===== src/verilog/pag_pkg.sv =====
/*
 Constants for the port A data block: register addresses, field widths,
 reset values and AHB-Lite encodings. Assumes a 32-bit AHB-Lite bus.
*/
package pag_pkg;
    localparam int unsigned PAG_PIN_MAX = 24;
    localparam int unsigned PAG_PIN_SMALL = 16;
    localparam int unsigned PAG_UPPER_W = 8;
    localparam int unsigned PAG_LOWER_W = 16;
    // Printed offsets are register indices; byte address is four times them
    localparam logic [31:0] PAG_UPPER_IDX = 32'hFFFF8380;
    localparam logic [31:0] PAG_LOWER_IDX = 32'hFFFF8382;
    localparam logic [31:0] PAG_UPPER_ADDR = {PAG_UPPER_IDX[29:0], 2'h0};
    localparam logic [31:0] PAG_LOWER_ADDR = {PAG_LOWER_IDX[29:0], 2'h0};
    localparam logic [31:0] PAG_DIR_ADDR = 32'hFFFE0E10;
    localparam logic [7:0] PAG_UPPER_RST = 8'h00;
    localparam logic [15:0] PAG_LOWER_RST = 16'h0000;
    localparam logic [23:0] PAG_DIR_RST = 24'h000000;
    localparam logic [2:0] PAG_HSIZE_BYTE = 3'h0;
    localparam logic [2:0] PAG_HSIZE_HALF = 3'h1;
    localparam logic [2:0] PAG_HSIZE_WORD = 3'h2;
    localparam logic PAG_HRESP_OKAY = 1'h0;
endpackage


===== src/verilog/pag_port_a_data.sv =====
/*
 Port A data block: AHB-Lite slave holding the upper and lower pin data
 registers plus a direction register, and the per-pin output mux.
 Assumes the pin function controller supplies per-pin function selects
 and the function's own output and enable; pins arrive asynchronously.
*/
`timescale 1ns/10ps
module pag_port_a_data
#(
    parameter int unsigned PIN_COUNT = pag_pkg::PAG_PIN_MAX
)
(
    // Clock, reset, enable
    input wire logic clk_in,
    input wire logic rstn_in,
    input wire logic ce_in,
    // AHB-Lite slave
    input wire logic hsel_in,
    input wire logic [31:0] haddr_in,
    input wire logic [1:0] htrans_in,
    input wire logic hwrite_in,
    input wire logic [2:0] hsize_in,
    input wire logic [31:0] hwdata_in,
    input wire logic hready_in,
    output logic [31:0] hrdata_out,
    output logic hreadyout_out,
    output logic hresp_out,
    // Pin function controller side
    input wire logic [PIN_COUNT-1:0] func_sel_in,
    input wire logic [PIN_COUNT-1:0] func_out_in,
    input wire logic [PIN_COUNT-1:0] func_oe_n_in,
    output logic [PIN_COUNT-1:0] func_level_out,
    // Pins
    input wire logic [PIN_COUNT-1:0] pin_in,
    output logic [PIN_COUNT-1:0] pin_out,
    output logic [PIN_COUNT-1:0] pin_oe_n_out
);
    import pag_pkg::*;

    // Single data register set for the port
    logic [PAG_UPPER_W-1:0] upper_data;
    logic [PAG_LOWER_W-1:0] lower_data;
    logic [PAG_PIN_MAX-1:0] dir_bits;
    logic [PIN_COUNT-1:0] pin_meta;
    logic [PIN_COUNT-1:0] pin_sync;
    logic ph_write;
    logic ph_sel_upper;
    logic ph_sel_lower;
    logic ph_sel_dir;
    logic [3:0] ph_be;

    // Address phase decode
    wire addr_phase = hsel_in & htrans_in[1] & hready_in;
    wire hit_upper = haddr_in[31:2] == PAG_UPPER_ADDR[31:2];
    wire hit_lower = haddr_in[31:2] == PAG_LOWER_ADDR[31:2];
    wire hit_dir = haddr_in[31:2] == PAG_DIR_ADDR[31:2];
    wire size_byte = hsize_in == PAG_HSIZE_BYTE;
    wire size_half = hsize_in == PAG_HSIZE_HALF;
    wire size_word = hsize_in == PAG_HSIZE_WORD;
    wire [3:0] be_byte = 4'h1 << haddr_in[1:0];
    wire [3:0] be_half = haddr_in[1] ? 4'hC : 4'h3;
    // All three access widths honoured
    wire [3:0] addr_be = size_word ? 4'hF :
                         size_half ? be_half :
                         size_byte ? be_byte : 4'h0;

    // Data phase write enables per byte lane
    wire wr_upper = ph_write & ph_sel_upper;
    wire wr_lower = ph_write & ph_sel_lower;
    wire wr_dir = ph_write & ph_sel_dir;
    wire [15:0] lane_mask = {{8{ph_be[1]}}, {8{ph_be[0]}}};
    wire [23:0] dir_mask = {{8{ph_be[2]}}, lane_mask};

    // Bits 15..8 of the upper word have no storage
    wire [PAG_UPPER_W-1:0] next_upper = wr_upper ?
        (hwdata_in[PAG_UPPER_W-1:0] & lane_mask[PAG_UPPER_W-1:0]) |
        (upper_data & ~lane_mask[PAG_UPPER_W-1:0]) : upper_data;
    // Writes land in storage whatever the pin mode, unless ce_in is low
    wire [PAG_LOWER_W-1:0] next_lower = wr_lower ?
        (hwdata_in[PAG_LOWER_W-1:0] & lane_mask) |
        (lower_data & ~lane_mask) : lower_data;
    wire [PAG_PIN_MAX-1:0] next_dir = wr_dir ?
        (hwdata_in[PAG_PIN_MAX-1:0] & dir_mask) |
        (dir_bits & ~dir_mask) : dir_bits;

    // Full data vector, pin 23 at upper bit 7
    wire [PAG_PIN_MAX-1:0] next_data = {next_upper, next_lower};
    wire [PAG_PIN_MAX-1:0] pin_level;
    wire [PAG_PIN_MAX-1:0] read_view;

    genvar gi;
    generate
        for (gi = 0; gi < PAG_PIN_MAX; gi = gi + 1)
        begin : g_view
            if (gi < PIN_COUNT)
            begin : g_real
                assign pin_level[gi] = pin_sync[gi];
            end
            else
            begin : g_absent
                // Missing pins set as inputs read low in the read view; as outputs they read storage
                assign pin_level[gi] = 1'b0;
            end
            // Output pins read storage, input pins read the pin
            assign read_view[gi] = next_dir[gi] ? next_data[gi] : pin_level[gi];
        end
    endgenerate

    // Read data uses forwarded next values to cover write-then-read
    wire [31:0] rd_upper = {24'h000000, read_view[PAG_PIN_MAX-1:PAG_LOWER_W]};
    wire [31:0] rd_lower = {16'h0000, read_view[PAG_LOWER_W-1:0]};
    wire [31:0] rd_dir = {8'h00, next_dir};
    wire [31:0] rd_word = hit_upper ? rd_upper :
                          hit_lower ? rd_lower :
                          hit_dir ? rd_dir : 32'h00000000;
    wire rd_take = addr_phase & ~hwrite_in;

    // Per-pin drive selection
    logic [PIN_COUNT-1:0] next_pin;
    logic [PIN_COUNT-1:0] next_oe_n;
    logic [PIN_COUNT-1:0] next_func_level;

    generate
        for (gi = 0; gi < PIN_COUNT; gi = gi + 1)
        begin : g_pin
            // Another function owns the pin: stored data never reaches it
            // Ordinary output drives its data bit, input releases the pin
            assign next_pin[gi] = func_sel_in[gi] ? func_out_in[gi] : next_data[gi];
            assign next_oe_n[gi] = func_sel_in[gi] ? func_oe_n_in[gi] : ~next_dir[gi];
            // Function sees high while the port owns the pin, so a low pin
            // at the switch appears as a falling edge
            assign next_func_level[gi] = func_sel_in[gi] ? pin_sync[gi] : 1'b1;
        end
    endgenerate

    // Pin synchroniser first stage; nothing else reads it
    always_ff @(posedge clk_in)
    begin
        if (!rstn_in)
        begin
            pin_meta <= '0;
        end
        else if (ce_in)
        begin
            pin_meta <= pin_in;
        end
    end

    // Second stage, the only pin view the logic uses
    always_ff @(posedge clk_in)
    begin
        if (!rstn_in)
        begin
            pin_sync <= '0;
        end
        else if (ce_in)
        begin
            pin_sync <= pin_meta;
        end
    end

    // Only the power-on reset input clears data; no other reset reaches it
    always_ff @(posedge clk_in)
    begin
        if (!rstn_in)
        begin
            upper_data <= PAG_UPPER_RST;
        end
        else if (ce_in)
        begin
            upper_data <= next_upper;
        end
    end

    // Lower data, same reset policy
    always_ff @(posedge clk_in)
    begin
        if (!rstn_in)
        begin
            lower_data <= PAG_LOWER_RST;
        end
        else if (ce_in)
        begin
            lower_data <= next_lower;
        end
    end

    // Direction bits start as inputs, so no port-owned pin is driven after reset
    always_ff @(posedge clk_in)
    begin
        if (!rstn_in)
        begin
            dir_bits <= PAG_DIR_RST;
        end
        else if (ce_in)
        begin
            dir_bits <= next_dir;
        end
    end

    // Address phase capture: write flag
    always_ff @(posedge clk_in)
    begin
        if (!rstn_in)
        begin
            ph_write <= 1'b0;
        end
        else if (ce_in)
        begin
            ph_write <= addr_phase & hwrite_in;
        end
    end

    // Register selects, held for the data phase
    always_ff @(posedge clk_in)
    begin
        if (!rstn_in)
        begin
            ph_sel_upper <= 1'b0;
            ph_sel_lower <= 1'b0;
            ph_sel_dir <= 1'b0;
        end
        else if (ce_in)
        begin
            ph_sel_upper <= hit_upper;
            ph_sel_lower <= hit_lower;
            ph_sel_dir <= hit_dir;
        end
    end

    // Byte lanes of the pending write
    always_ff @(posedge clk_in)
    begin
        if (!rstn_in)
        begin
            ph_be <= 4'h0;
        end
        else if (ce_in)
        begin
            ph_be <= addr_be;
        end
    end

    // Read data stands for the data phase only, zero otherwise
    always_ff @(posedge clk_in)
    begin
        if (!rstn_in)
        begin
            hrdata_out <= 32'h00000000;
        end
        else if (ce_in)
        begin
            hrdata_out <= rd_take ? rd_word : 32'h00000000;
        end
    end

    // Zero wait state slave
    always_ff @(posedge clk_in)
    begin
        if (!rstn_in)
        begin
            hreadyout_out <= 1'b1;
        end
        else if (ce_in)
        begin
            hreadyout_out <= 1'b1;
        end
    end

    // Response is always OKAY
    always_ff @(posedge clk_in)
    begin
        if (!rstn_in)
        begin
            hresp_out <= PAG_HRESP_OKAY;
        end
        else if (ce_in)
        begin
            hresp_out <= PAG_HRESP_OKAY;
        end
    end

    // Pins start released; function selects from the controller decide
    // the per-mode initial use after reset
    always_ff @(posedge clk_in)
    begin
        if (!rstn_in)
        begin
            pin_out <= '0;
        end
        else if (ce_in)
        begin
            pin_out <= next_pin;
        end
    end

    // Output enables, low while driving
    always_ff @(posedge clk_in)
    begin
        if (!rstn_in)
        begin
            pin_oe_n_out <= '1;
        end
        else if (ce_in)
        begin
            pin_oe_n_out <= next_oe_n;
        end
    end

    // Level seen by the other function, high while the port owns the pin
    always_ff @(posedge clk_in)
    begin
        if (!rstn_in)
        begin
            func_level_out <= '1;
        end
        else if (ce_in)
        begin
            func_level_out <= next_func_level;
        end
    end
endmodule

===== config.mk =====
export PLATFORM = sky130hd
export DESIGN_NAME = pag_port_a_data
export DESIGN_NICKNAME = d
export VERILOG_FILES = /design/src/verilog/pag_pkg.sv /design/src/verilog/pag_port_a_data.sv
export SDC_FILE = /design/constraint.sdc
export NUM_CORES = 1
export LEC_CHECK = 0
export BUFFER_PORTS_ARGS = -buffer_cell sky130_fd_sc_hd__buf_2
export CORE_ASPECT_RATIO = 0.5
export CORE_UTILIZATION = 47
export DETAILED_ROUTE_END_ITERATION = 16
export PLACE_DENSITY = 0.77
export SKIP_LAST_GASP = 1
export SLEW_MARGIN = 5
export SYNTH_ARGS = -nofsm -noshare
export SYNTH_HDL_FRONTEND = slang
export SYNTH_SLANG_ARGS = --single-unit

===== constraint.sdc =====
create_clock -name clk_in -period 1.73 [get_ports clk_in]
set_input_delay 0 -clock clk_in [delete_from_list [all_inputs] [get_ports clk_in]]
set_output_delay 0 -clock clk_in [all_outputs]
set_load 0.01 [all_outputs]

==> impl_metrics.env, run 1 <==
export IMPL_run_status="finished clean"
export IMPL_core_area_mm2=0.0187
export IMPL_gr_total_overflow=0
export IMPL_power_frac_comb=0.143
export IMPL_p_seq_frac=0.474
export IMPL_end_kind="flop"
export IMPL_synth_area_leader_cell="dfxtp_1"
export IMPL_wl_met1_um=13400
export IMPL_power_density_mw_per_mm2=823
export IMPL_dr_pass1_iters=5
export IMPL_finClkSkew_ns=0.0157
export IMPL_ys_ff_latch=199
export IMPL_antenna_left=0
export IMPL_hpwl_um=20700
export IMPL_syn_inst=981
export IMPL_die_y_um=101
export IMPL_rows=35
export IMPL_internal_power_mw=7.61
export IMPL_yosys_warnings=0
export IMPL_period_share=0.945
export IMPL_r2r_setup_slack_ns=0.09
export IMPL_antenna_found_initial=4
export IMPL_critPathRequiredTime_ns=2.07
export IMPL_grt_max_degree=159
export IMPL_grt_pass1_vias=8491
export IMPL_clockPowerShare=0.384
export IMPL_critPathMaxFanout=5
export IMPL_critPathKind="reg -> reg"
export IMPL_clk_path_buf_depth=2
export IMPL_fmax_mhz=611
export IMPL_cp_start_kind="flop"
export IMPL_clk_latency_ns=0.44
export IMPL_drtIter0Drc=626
export IMPL_async_flop_share=0
export IMPL_final_nets=1527
export IMPL_ys_seq_area_frac=0.435
export IMPL_rsz0062_at_grt="true"
export IMPL_io_pins=277
export IMPL_syn_area_per_cell_um2=9.34
export IMPL_path_clk_slew_ns=0.08
export IMPL_synth_edf_count=0
export IMPL_max_vdd_ir_drop_v=0.000704
export IMPL_final_setup_viol_count=0
export IMPL_min_period_ns=1.64
export IMPL_ys_top_cells_by_count="dfxtp_1 (199), mux2i_1 (156), nand2_1 (136), nor2b_1 (94), o21ai_0 (64)"
export IMPL_netlist_area_mm2=0.00916
export IMPL_synth_area_leaders="dfxtp_1 (43%), mux2i_1 (17%), nor2b_1 (6.4%)"
export IMPL_max_slew_margin=0.529
export IMPL_route_met2_wl_um=13200
export IMPL_final_hold_viol_count=0
export IMPL_cp_arrival_ns=1.97
export IMPL_slew_violations=0
export IMPL_cts_tree="built"
export IMPL_netSwitchingPower_mw=2.79
export IMPL_yosysMostFrequentCell="dfxtp_1"
export IMPL_design_die_area_mm2=0.0201
export IMPL_numClockSinks=199
export IMPL_grt_usage=0.292
export IMPL_grt_first_pass_wirelength_um=45500
export IMPL_hold_slack_ns=0.0190
export IMPL_cts_buffers=17
export IMPL_vias=8899
export IMPL_finalSetupTns_ns=0
export IMPL_tightest_slew_ns=0.707
export IMPL_switching_share=0.268
export IMPL_via_per_inst=5.46
export IMPL_drcViolationCount=0
export IMPL_htree_levels=4
export IMPL_routed_wl_um=29900
export IMPL_leakagePower_nw=6.12
export IMPL_initial_core_util=0.489
export IMPL_synth_top_flop_cell="dfxtp_1"
export IMPL_hp_class="in -> reg"
export IMPL_routedWlPerCell_um=18.3
export IMPL_synth_top_cell_area_share=0.435
export IMPL_synth_distinct_cells=49
export IMPL_port_buffers=257
export IMPL_clockRootBuffer="clkbuf_16"
export IMPL_die_w_um=199
export IMPL_syn2layout_area_growth_pct=38.1
export IMPL_wl_met3_um=2560
export IMPL_cap_violations=0
export IMPL_drive_gt1_frac=0.259
export IMPL_gp_congestion=0.908
export IMPL_top_layer="met5"
## registers in the layout, indices dropped and copies added, names as in the netlist
| name | cells |
|---|---|
| dir_bits | 24 |
| func_level_out | 24 |
| hrdata_out | 24 |
| pin_level | 24 |
| pin_meta | 24 |
| pin_oe_n_out | 24 |
| pin_out | 24 |
| lower_data | 16 |
| upper_data | 8 |
| ph_be | 3 |
| ph_sel_dir | 1 |
| ph_sel_lower | 1 |
| ph_sel_upper | 1 |
| ph_write | 1 |
## power groups by stage
stage,Combinational (mW),Clock (mW),Sequential (mW)
5_1_grt,1.61,4.21,4.95
4_1_cts,1.45,4.03,4.92
6_report,1.48,3.99,4.93
2_1_floorplan,0.665,0,5.04
3_3_place_gp,1.21,0,5.01
3_5_place_dp,1.24,0,5.03
## metrics by stage
| step | std cells | instance area, µm² | utilization | setup slack [ns] | power [mW] |
|---|---|---|---|---|---|
| floorplan | 989 | 9190 | - | 0.0341 | 5.70 |
| global placement | 1482 | 10900 | 0.581 | -0.0168 | 6.22 |
| detailed placement | 1482 | 10900 | 0.581 | -0.109 | 6.26 |
| CTS | 1627 | 12600 | 0.673 | 0.00204 | 10.4 |
| global route | 1629 | 12600 | 0.674 | -0.00245 | 10.8 |
| finish | 1630 | 12600 | 0.675 | 0.0947 | 10.4 |
## what timing repair did
item / in CTS / in global routing
hold buffers: 112 / 0
gates resized for setup: 2 / 6
endpoints found under the setup margin: 12 / 14
buffers inserted: 1 / 1
pin swaps: 1 / 2
endpoints found under the hold margin: 117 / 0
## worst paths after layout
check	cells past startpoint	start	to
setup / recovery	6	ph_sel_lower	pin_out[5]
hold / removal	5	func_out_in[19]	pin_out[19]
setup reg to reg	6	ph_sel_lower	pin_out[5]
hold reg to reg	1	lower_data[9]	lower_data[9]
## cell families (layout without fill, tap and decap cells)
group / Yosys count / in the layout / share of synthesized area
buffers and inverters: 89 / 469 / 0.0433
DFF: 199 / 199 / 0.435
other: 2 / 12 / 0.000820
AOI/OAI and AO/OA: 213 / 213 / 0.163
and+or+nand+nor: 321 / 321 / 0.187
muxes: 157 / 157 / 0.172
## critical path, stage by stage (launching register included)
cell and delay (ns):
dfxtp_1 0.43, nand3_1 0.29, buf_4 0.27, mux2i_1 0.19
o21ai_0 0.12, mux2i_1 0.18, nor2b_1 0.06
## per-layer routing
| metal | track usage | vias up |
|---|---|---|
| met1 | 0.394 | 4184 |
| met4 | 0.100 | 4 |
| met2 | 0.456 | 412 |
| met3 | 0.0716 | 59 |
| met5 | 0 | - |
| li1 | - | 4240 |
## cell type report
| cell class | count | area, µm² |
|---|---|---|
| Clock buffer | 19 | 443 |
| Clock inverter | 13 | 135 |
| Inverter | 17 | 63.8 |
| Tap cell | 259 | 324 |
| Timing Repair Buffer | 420 | 2850 |
| Multi-Input combinational cell | 701 | 4830 |
| Fill cell | 1446 | 6100 |
| Sequential cell | 199 | 3990 |
| Antenna cell | 2 | 5.00 |
## layout by cell type (no fill, tap or decap), drive strengths merged, types with 22 or more instances in the layout
cell type | synthesis | final
inv | 17 | 24
nand3 | 22 | 22
mux2i | 156 | 156
dlygate4sd3 | 0 | 112
o211ai | 26 | 26
nand2 | 136 | 136
o211a | 39 | 39
nor2b | 94 | 94
dfxtp | 199 | 199
a21oi | 23 | 23
o21ai | 64 | 64
buf | 26 | 307
Note: power is estimated with default switching activity, not from simulation.
==> inputs of run 2 (changes only) <==
Settings changed: GPL_TIMING_DRIVEN set to 0.
==> impl_metrics.env, run 2 (synthesized netlist as in run 1, its figures left out) <==
export IMPL_run_status="complete, but fails checks"
export IMPL_violations="setup timing"
export IMPL_slew_violations=0
export IMPL_antenna_found_initial=0
export IMPL_gp_congestion=0.959
export IMPL_clockRootBuffer="clkbuf_16"
export IMPL_routed_wl_um=35500
export IMPL_clk_path_buf_depth=2
export IMPL_min_period_ns=1.76
export IMPL_hpwl_um=25000
export IMPL_finClkSkew_ns=0.00936
export IMPL_drive_gt1_frac=0.273
export IMPL_grt_usage=0.348
export IMPL_vias=9525
export IMPL_final_util=0.696
export IMPL_critPathRequiredTime_ns=2.08
export IMPL_power_density_mw_per_mm2=806
export IMPL_gr_total_overflow=0
export IMPL_tightest_slew_ns=0.868
export IMPL_power_frac_comb=0.155
export IMPL_drcViolationCount=0
export IMPL_dpl_worst_slack_ns=-0.610
export IMPL_grt_first_pass_wirelength_um=52100
export IMPL_max_vdd_ir_drop_v=0.000665
export IMPL_rsz0062_at_grt="true"
export IMPL_fillers=1412
export IMPL_syn2layout_area_growth_pct=42.4
export IMPL_rows=35
export IMPL_grt_pass1_vias=9174
export IMPL_final_hold_viol_count=0
export IMPL_cp_start_kind="flop"
export IMPL_final_nets=1565
export IMPL_final_setup_viol_count=3
export IMPL_port_buffers=257
export IMPL_switching_share=0.289
export IMPL_core_area_mm2=0.0187
export IMPL_die_y_um=101
export IMPL_numClockSinks=199
export IMPL_die_w_um=199
export IMPL_drtIter0Drc=854
export IMPL_hold_slack_ns=0.0135
export IMPL_cp_arrival_ns=2.11
export IMPL_via_per_inst=5.71
export IMPL_final_cell_mix="buf_2 (265), dfxtp_1 (195), nand2_1 (136)"
export IMPL_cp_cell_sequence="buf_6, nand3_4, buf_12, mux2i_4, mux2i_2, nor4_1, a211oi_1"
export IMPL_cap_violations=0
export IMPL_clk_latency_ns=0.44
export IMPL_dr_pass1_iters=8
export IMPL_path_clk_slew_ns=0.08
export IMPL_cts_tree="built"
export IMPL_critPathMaxStageDelay_ns=0.33
export IMPL_clockPowerShare=0.373
export IMPL_max_slew_margin=0.421
export IMPL_io_pins=277
export IMPL_routedWlPerCell_um=21.3
export IMPL_leakagePower_nw=5.99
export IMPL_design_die_area_mm2=0.0201
export IMPL_setup_slack_ns=-0.0313
export IMPL_initial_core_util=0.489
export IMPL_p_seq_frac=0.472
export IMPL_seq_area_mm2=0.00399
export IMPL_cp_slowest_cell="dfxtp_2"
export IMPL_fmax_mhz=568
export IMPL_power_mw=10.5
export IMPL_netSwitchingPower_mw=3.04
export IMPL_critPathKind="reg -> reg"
export IMPL_htree_levels=4
export IMPL_multiInputGateArea_mm2=0.00515
export IMPL_critPathMaxFanout=8
export IMPL_grt_max_degree=20
export IMPL_end_kind="flop"
export IMPL_cts_buffers=17
export IMPL_hp_class="in -> reg"
export IMPL_internal_power_mw=7.47
export IMPL_period_share=1.02
export IMPL_antenna_left=0
export IMPL_mostFrequentLayoutCell="buf_2"
run 2: cell types whose count changed in the layout (fill, tap and decap cells not counted), sizes merged:
cell,change
clkbuf,+42
buf,-8
clkinvlp,+2
dlygate4sd3,+2
bufinv,-1
clkinv,+1
diode,-1
run 2: cell type report:
cell class,count,share of cell area
Tap cell,259,0.0248
Inverter,17,0.00489
Multi-Input combinational cell,701,0.395
Clock inverter,15,0.0107
Antenna cell,1,0.000192
Clock buffer,17,0.0326
Buffer,70,0.0266
Timing Repair Buffer,388,0.199
Sequential cell,199,0.306
run 2: worst paths after layout:
kind                                      from        endpoint  slack, ns  depth (start not counted)
worst min register to register  hrdata_out[14]  hrdata_out[14]       0.47                          2
worst min-delay path            func_out_in[8]      pin_out[8]       0.01                          5
worst max-delay path                  ph_write   hrdata_out[5]      -0.03                          7
worst max register to register        ph_write   hrdata_out[5]      -0.03                          7
run 2: timing repair:
item / CTS / global route
resized for setup: 55 / 29
hold endpoints to repair: 112 / 1
setup endpoints to repair: 103 / 45
pin swaps: 3 / 9
hold buffers: 113 / 1
gates cloned: 0 / 0
buffers inserted: 6 / 11
run 2: per-stage QoR:
step	TNS (ns)	cell area (µm²)	instances
6_report	-0.0765	13000	1667
5_1_grt	-0.246	13000	1666
4_1_cts	-0.0267	12800	1654
3_5_place_dp	-45.41	10800	1505
3_3_place_gp	-44.44	10800	1505
2_1_floorplan	0	9190	989
run 2: critical path, delay by kind of cell (launching register included):
kind,cells,cell delay (ns)
muxes,2,0.62
buffers and inverters,2,0.33
DFF,1,0.33
and+or+nand+nor,2,0.16
AOI/OAI and AO/OA,1,0.23
run 2: power groups by stage:
stage               Sequential [mW]  Clock, mW  Combinational (mW)
floorplan                      5.04          0               0.665
global placement               5.02          0                1.27
CTS                            4.94       3.90                1.54
finish                         4.95       3.92                1.63
global route                   4.97       4.12                1.74
detailed placement             5.03          0                1.30
run 2: routing by layer:
metal / vias to the layer above / global-route usage / part of all wire
met2: 585 / 0.559 / 0.45
met5: - / 0 / 0
met1: 4516 / 0.461 / 0.41
met3: 95 / 0.0870 / 0.12
met4: 0 / 0.113 / 0.024
li1: 4329 / - / -
==> inputs of run 3 (changes only) <==
Clock period 1.73 ns to 1.45 ns, I/O delays scaled along.
==> impl_metrics.env, run 3 (synthesized netlist as in run 1, its figures left out) <==
export IMPL_run_status="complete, but fails checks"
export IMPL_violations="hold timing, setup timing"
export IMPL_critPathMaxFanout=5
export IMPL_dpl_worst_slack_ns=-0.826
export IMPL_cp_arrival_ns=2.24
export IMPL_final_cell_mix="buf_2 (265), dfxtp_1 (196), nand2_1 (123)"
export IMPL_top_layer="met4"
export IMPL_antenna_found_initial=2
export IMPL_max_slew_margin=0.465
export IMPL_clk_path_buf_depth=2
export IMPL_port_buffers=257
export IMPL_hp_class="in -> reg"
export IMPL_grt_first_pass_wirelength_um=52700
export IMPL_end_kind="flop"
export IMPL_gp_congestion=0.912
export IMPL_critPathRequiredTime_ns=1.81
export IMPL_drive_gt1_frac=0.342
export IMPL_reg2reg_to="hrdata_out[10]"
export IMPL_final_nets=1618
export IMPL_tightest_slew_ns=0.803
export IMPL_fmax_mhz=533
export IMPL_dp_cells=1505
export IMPL_via_per_inst=5.76
export IMPL_core_area_mm2=0.0187
export IMPL_cp_endpoint="hrdata_out[10]"
export IMPL_die_y_um=101
export IMPL_stdcell_count=1722
export IMPL_clk_latency_ns=0.45
export IMPL_routed_wl_um=37200
export IMPL_grt_max_degree=19
export IMPL_rr_startpoint="ph_write"
export IMPL_design_die_area_mm2=0.0201
export IMPL_syn2layout_area_growth_pct=54.0
export IMPL_routedWlPerCell_um=21.6
export IMPL_cap_violations=0
export IMPL_leakagePower_nw=6.38
export IMPL_rows=35
export IMPL_cp_startpoint="ph_write"
export IMPL_numClockSinks=199
export IMPL_period_share=1.29
export IMPL_hold_slack_ns=-0.00278
export IMPL_grt_usage=0.353
export IMPL_grt_pass1_vias=9540
export IMPL_finClkSkew_ns=0.0128
export IMPL_hpwl_um=24200
export IMPL_rsz0062_at_grt="true"
export IMPL_wl_met3_um=4280
export IMPL_power_density_mw_per_mm2=922
export IMPL_cts_buffers=17
export IMPL_max_vdd_ir_drop_v=0.000900
export IMPL_final_hold_viol_count=1
export IMPL_die_w_um=199
export IMPL_dr_pass1_iters=6
export IMPL_drcViolationCount=0
export IMPL_clockRootBuffer="clkbuf_16"
export IMPL_cp_start_kind="flop"
export IMPL_cts_tree="built"
export IMPL_initial_core_util=0.489
export IMPL_mostFrequentLayoutCell="buf_2"
export IMPL_htree_levels=4
export IMPL_critPathKind="reg -> reg"
export IMPL_gr_total_overflow=0
export IMPL_min_period_ns=1.88
export IMPL_finalSetupTns_ns=-14.55
export IMPL_slew_violations=0
export IMPL_wl_met1_um=14700
export IMPL_vias=9922
export IMPL_setup_slack_ns=-0.426
export IMPL_r2r_cells=8
export IMPL_route_met2_wl_um=16800
export IMPL_io_pins=277
export IMPL_r2r_setup_slack_ns=-0.43
export IMPL_antenna_left=0
export IMPL_final_setup_viol_count=100
export IMPL_drtIter0Drc=808
export IMPL_path_clk_slew_ns=0.08
==> run 3: cell types whose count changed in the layout (fill, tap and decap cells not counted), moves of 13 or more <==
| cell | change |
|---|---|
| buf_6 | +39 |
| o21ai_0 | -25 |
| mux2i_4 | +22 |
| mux2i_1 | -19 |
| o21ai_1 | +19 |
| clkbuf_2 | +18 |
| clkbuf_1 | -16 |
| nand2_1 | -13 |
| nand2_2 | +13 |
==> run 3: worst max-delay path, cell delays in order, from the launching register on <==
cell and delay [ns]:
dfxtp_4 0.36, buf_8 0.13, buf_12 0.12, nand3_4 0.15, buf_12 0.16, mux2i_4 0.30
mux2i_2 0.30, a22oi_1 0.14, o21ai_1 0.13
==> run 3: repair_timing <==
action | 4_1_cts | 5_1_grt
endpoints found under the hold margin | 110 | 0
setup buffers | 37 | 35
pin swaps | 16 | 9
hold buffers | 113 | 0
gates cloned | 0 | 1
resized for setup | 113 | 122
endpoints found under the setup margin | 136 | 142
==> run 3: layer usage <==
layer	vias up	track usage
met2	612	0.572
met3	150	0.112
met1	4716	0.442
met5	-	0
met4	0	0.134
li1	4444	-
==> run 3: metrics by stage <==
step,util,total power [mW],cell area (µm²)
final,0.753,13.0,14100
after global routing,0.752,13.4,14100
after CTS,0.722,12.8,13500
after detailed placement,0.586,7.56,11000
after global placement,0.586,7.51,11000
after floorplan,-,6.83,9370
==> run 3: cell type report <==
class                      instances  area [µm²]
antenna                            3        7.51
buffer                            72         413
clock buffer                      19         453
clock inverter                    13         135
fill                            1235        4640
inverter                          17        63.8
multi-input combinational        701        5540
sequential                       199        3990
tap                              259         324
timing repair buffer             439        3180
==> run 3: how the worst min path moves through the flow <==
stage	start	to	slack [ns]	cells past startpoint
2_1_floorplan	hwdata_in[0]	lower_data[0]	0.14	2
3_3_place_gp	pin_in[7]	pin_meta[7]	0.26	3
3_5_place_dp	pin_in[2]	pin_meta[2]	0.26	3
4_1_cts	hwdata_in[11]	lower_data[11]	0.006	4
5_1_grt	func_out_in[22]	pin_out[22]	0.03	5
6_report	func_out_in[22]	pin_out[22]	-0.003	5
==> run 3: where the power goes <==
group | internal (mW) | switching, mW | total [mW]
Clock | 2.52 | 2.37 | 4.90
Combinational | 1.07 | 1.11 | 2.18
Sequential | 5.72 | 0.214 | 5.93
Total | 9.31 | 3.70 | 13.0
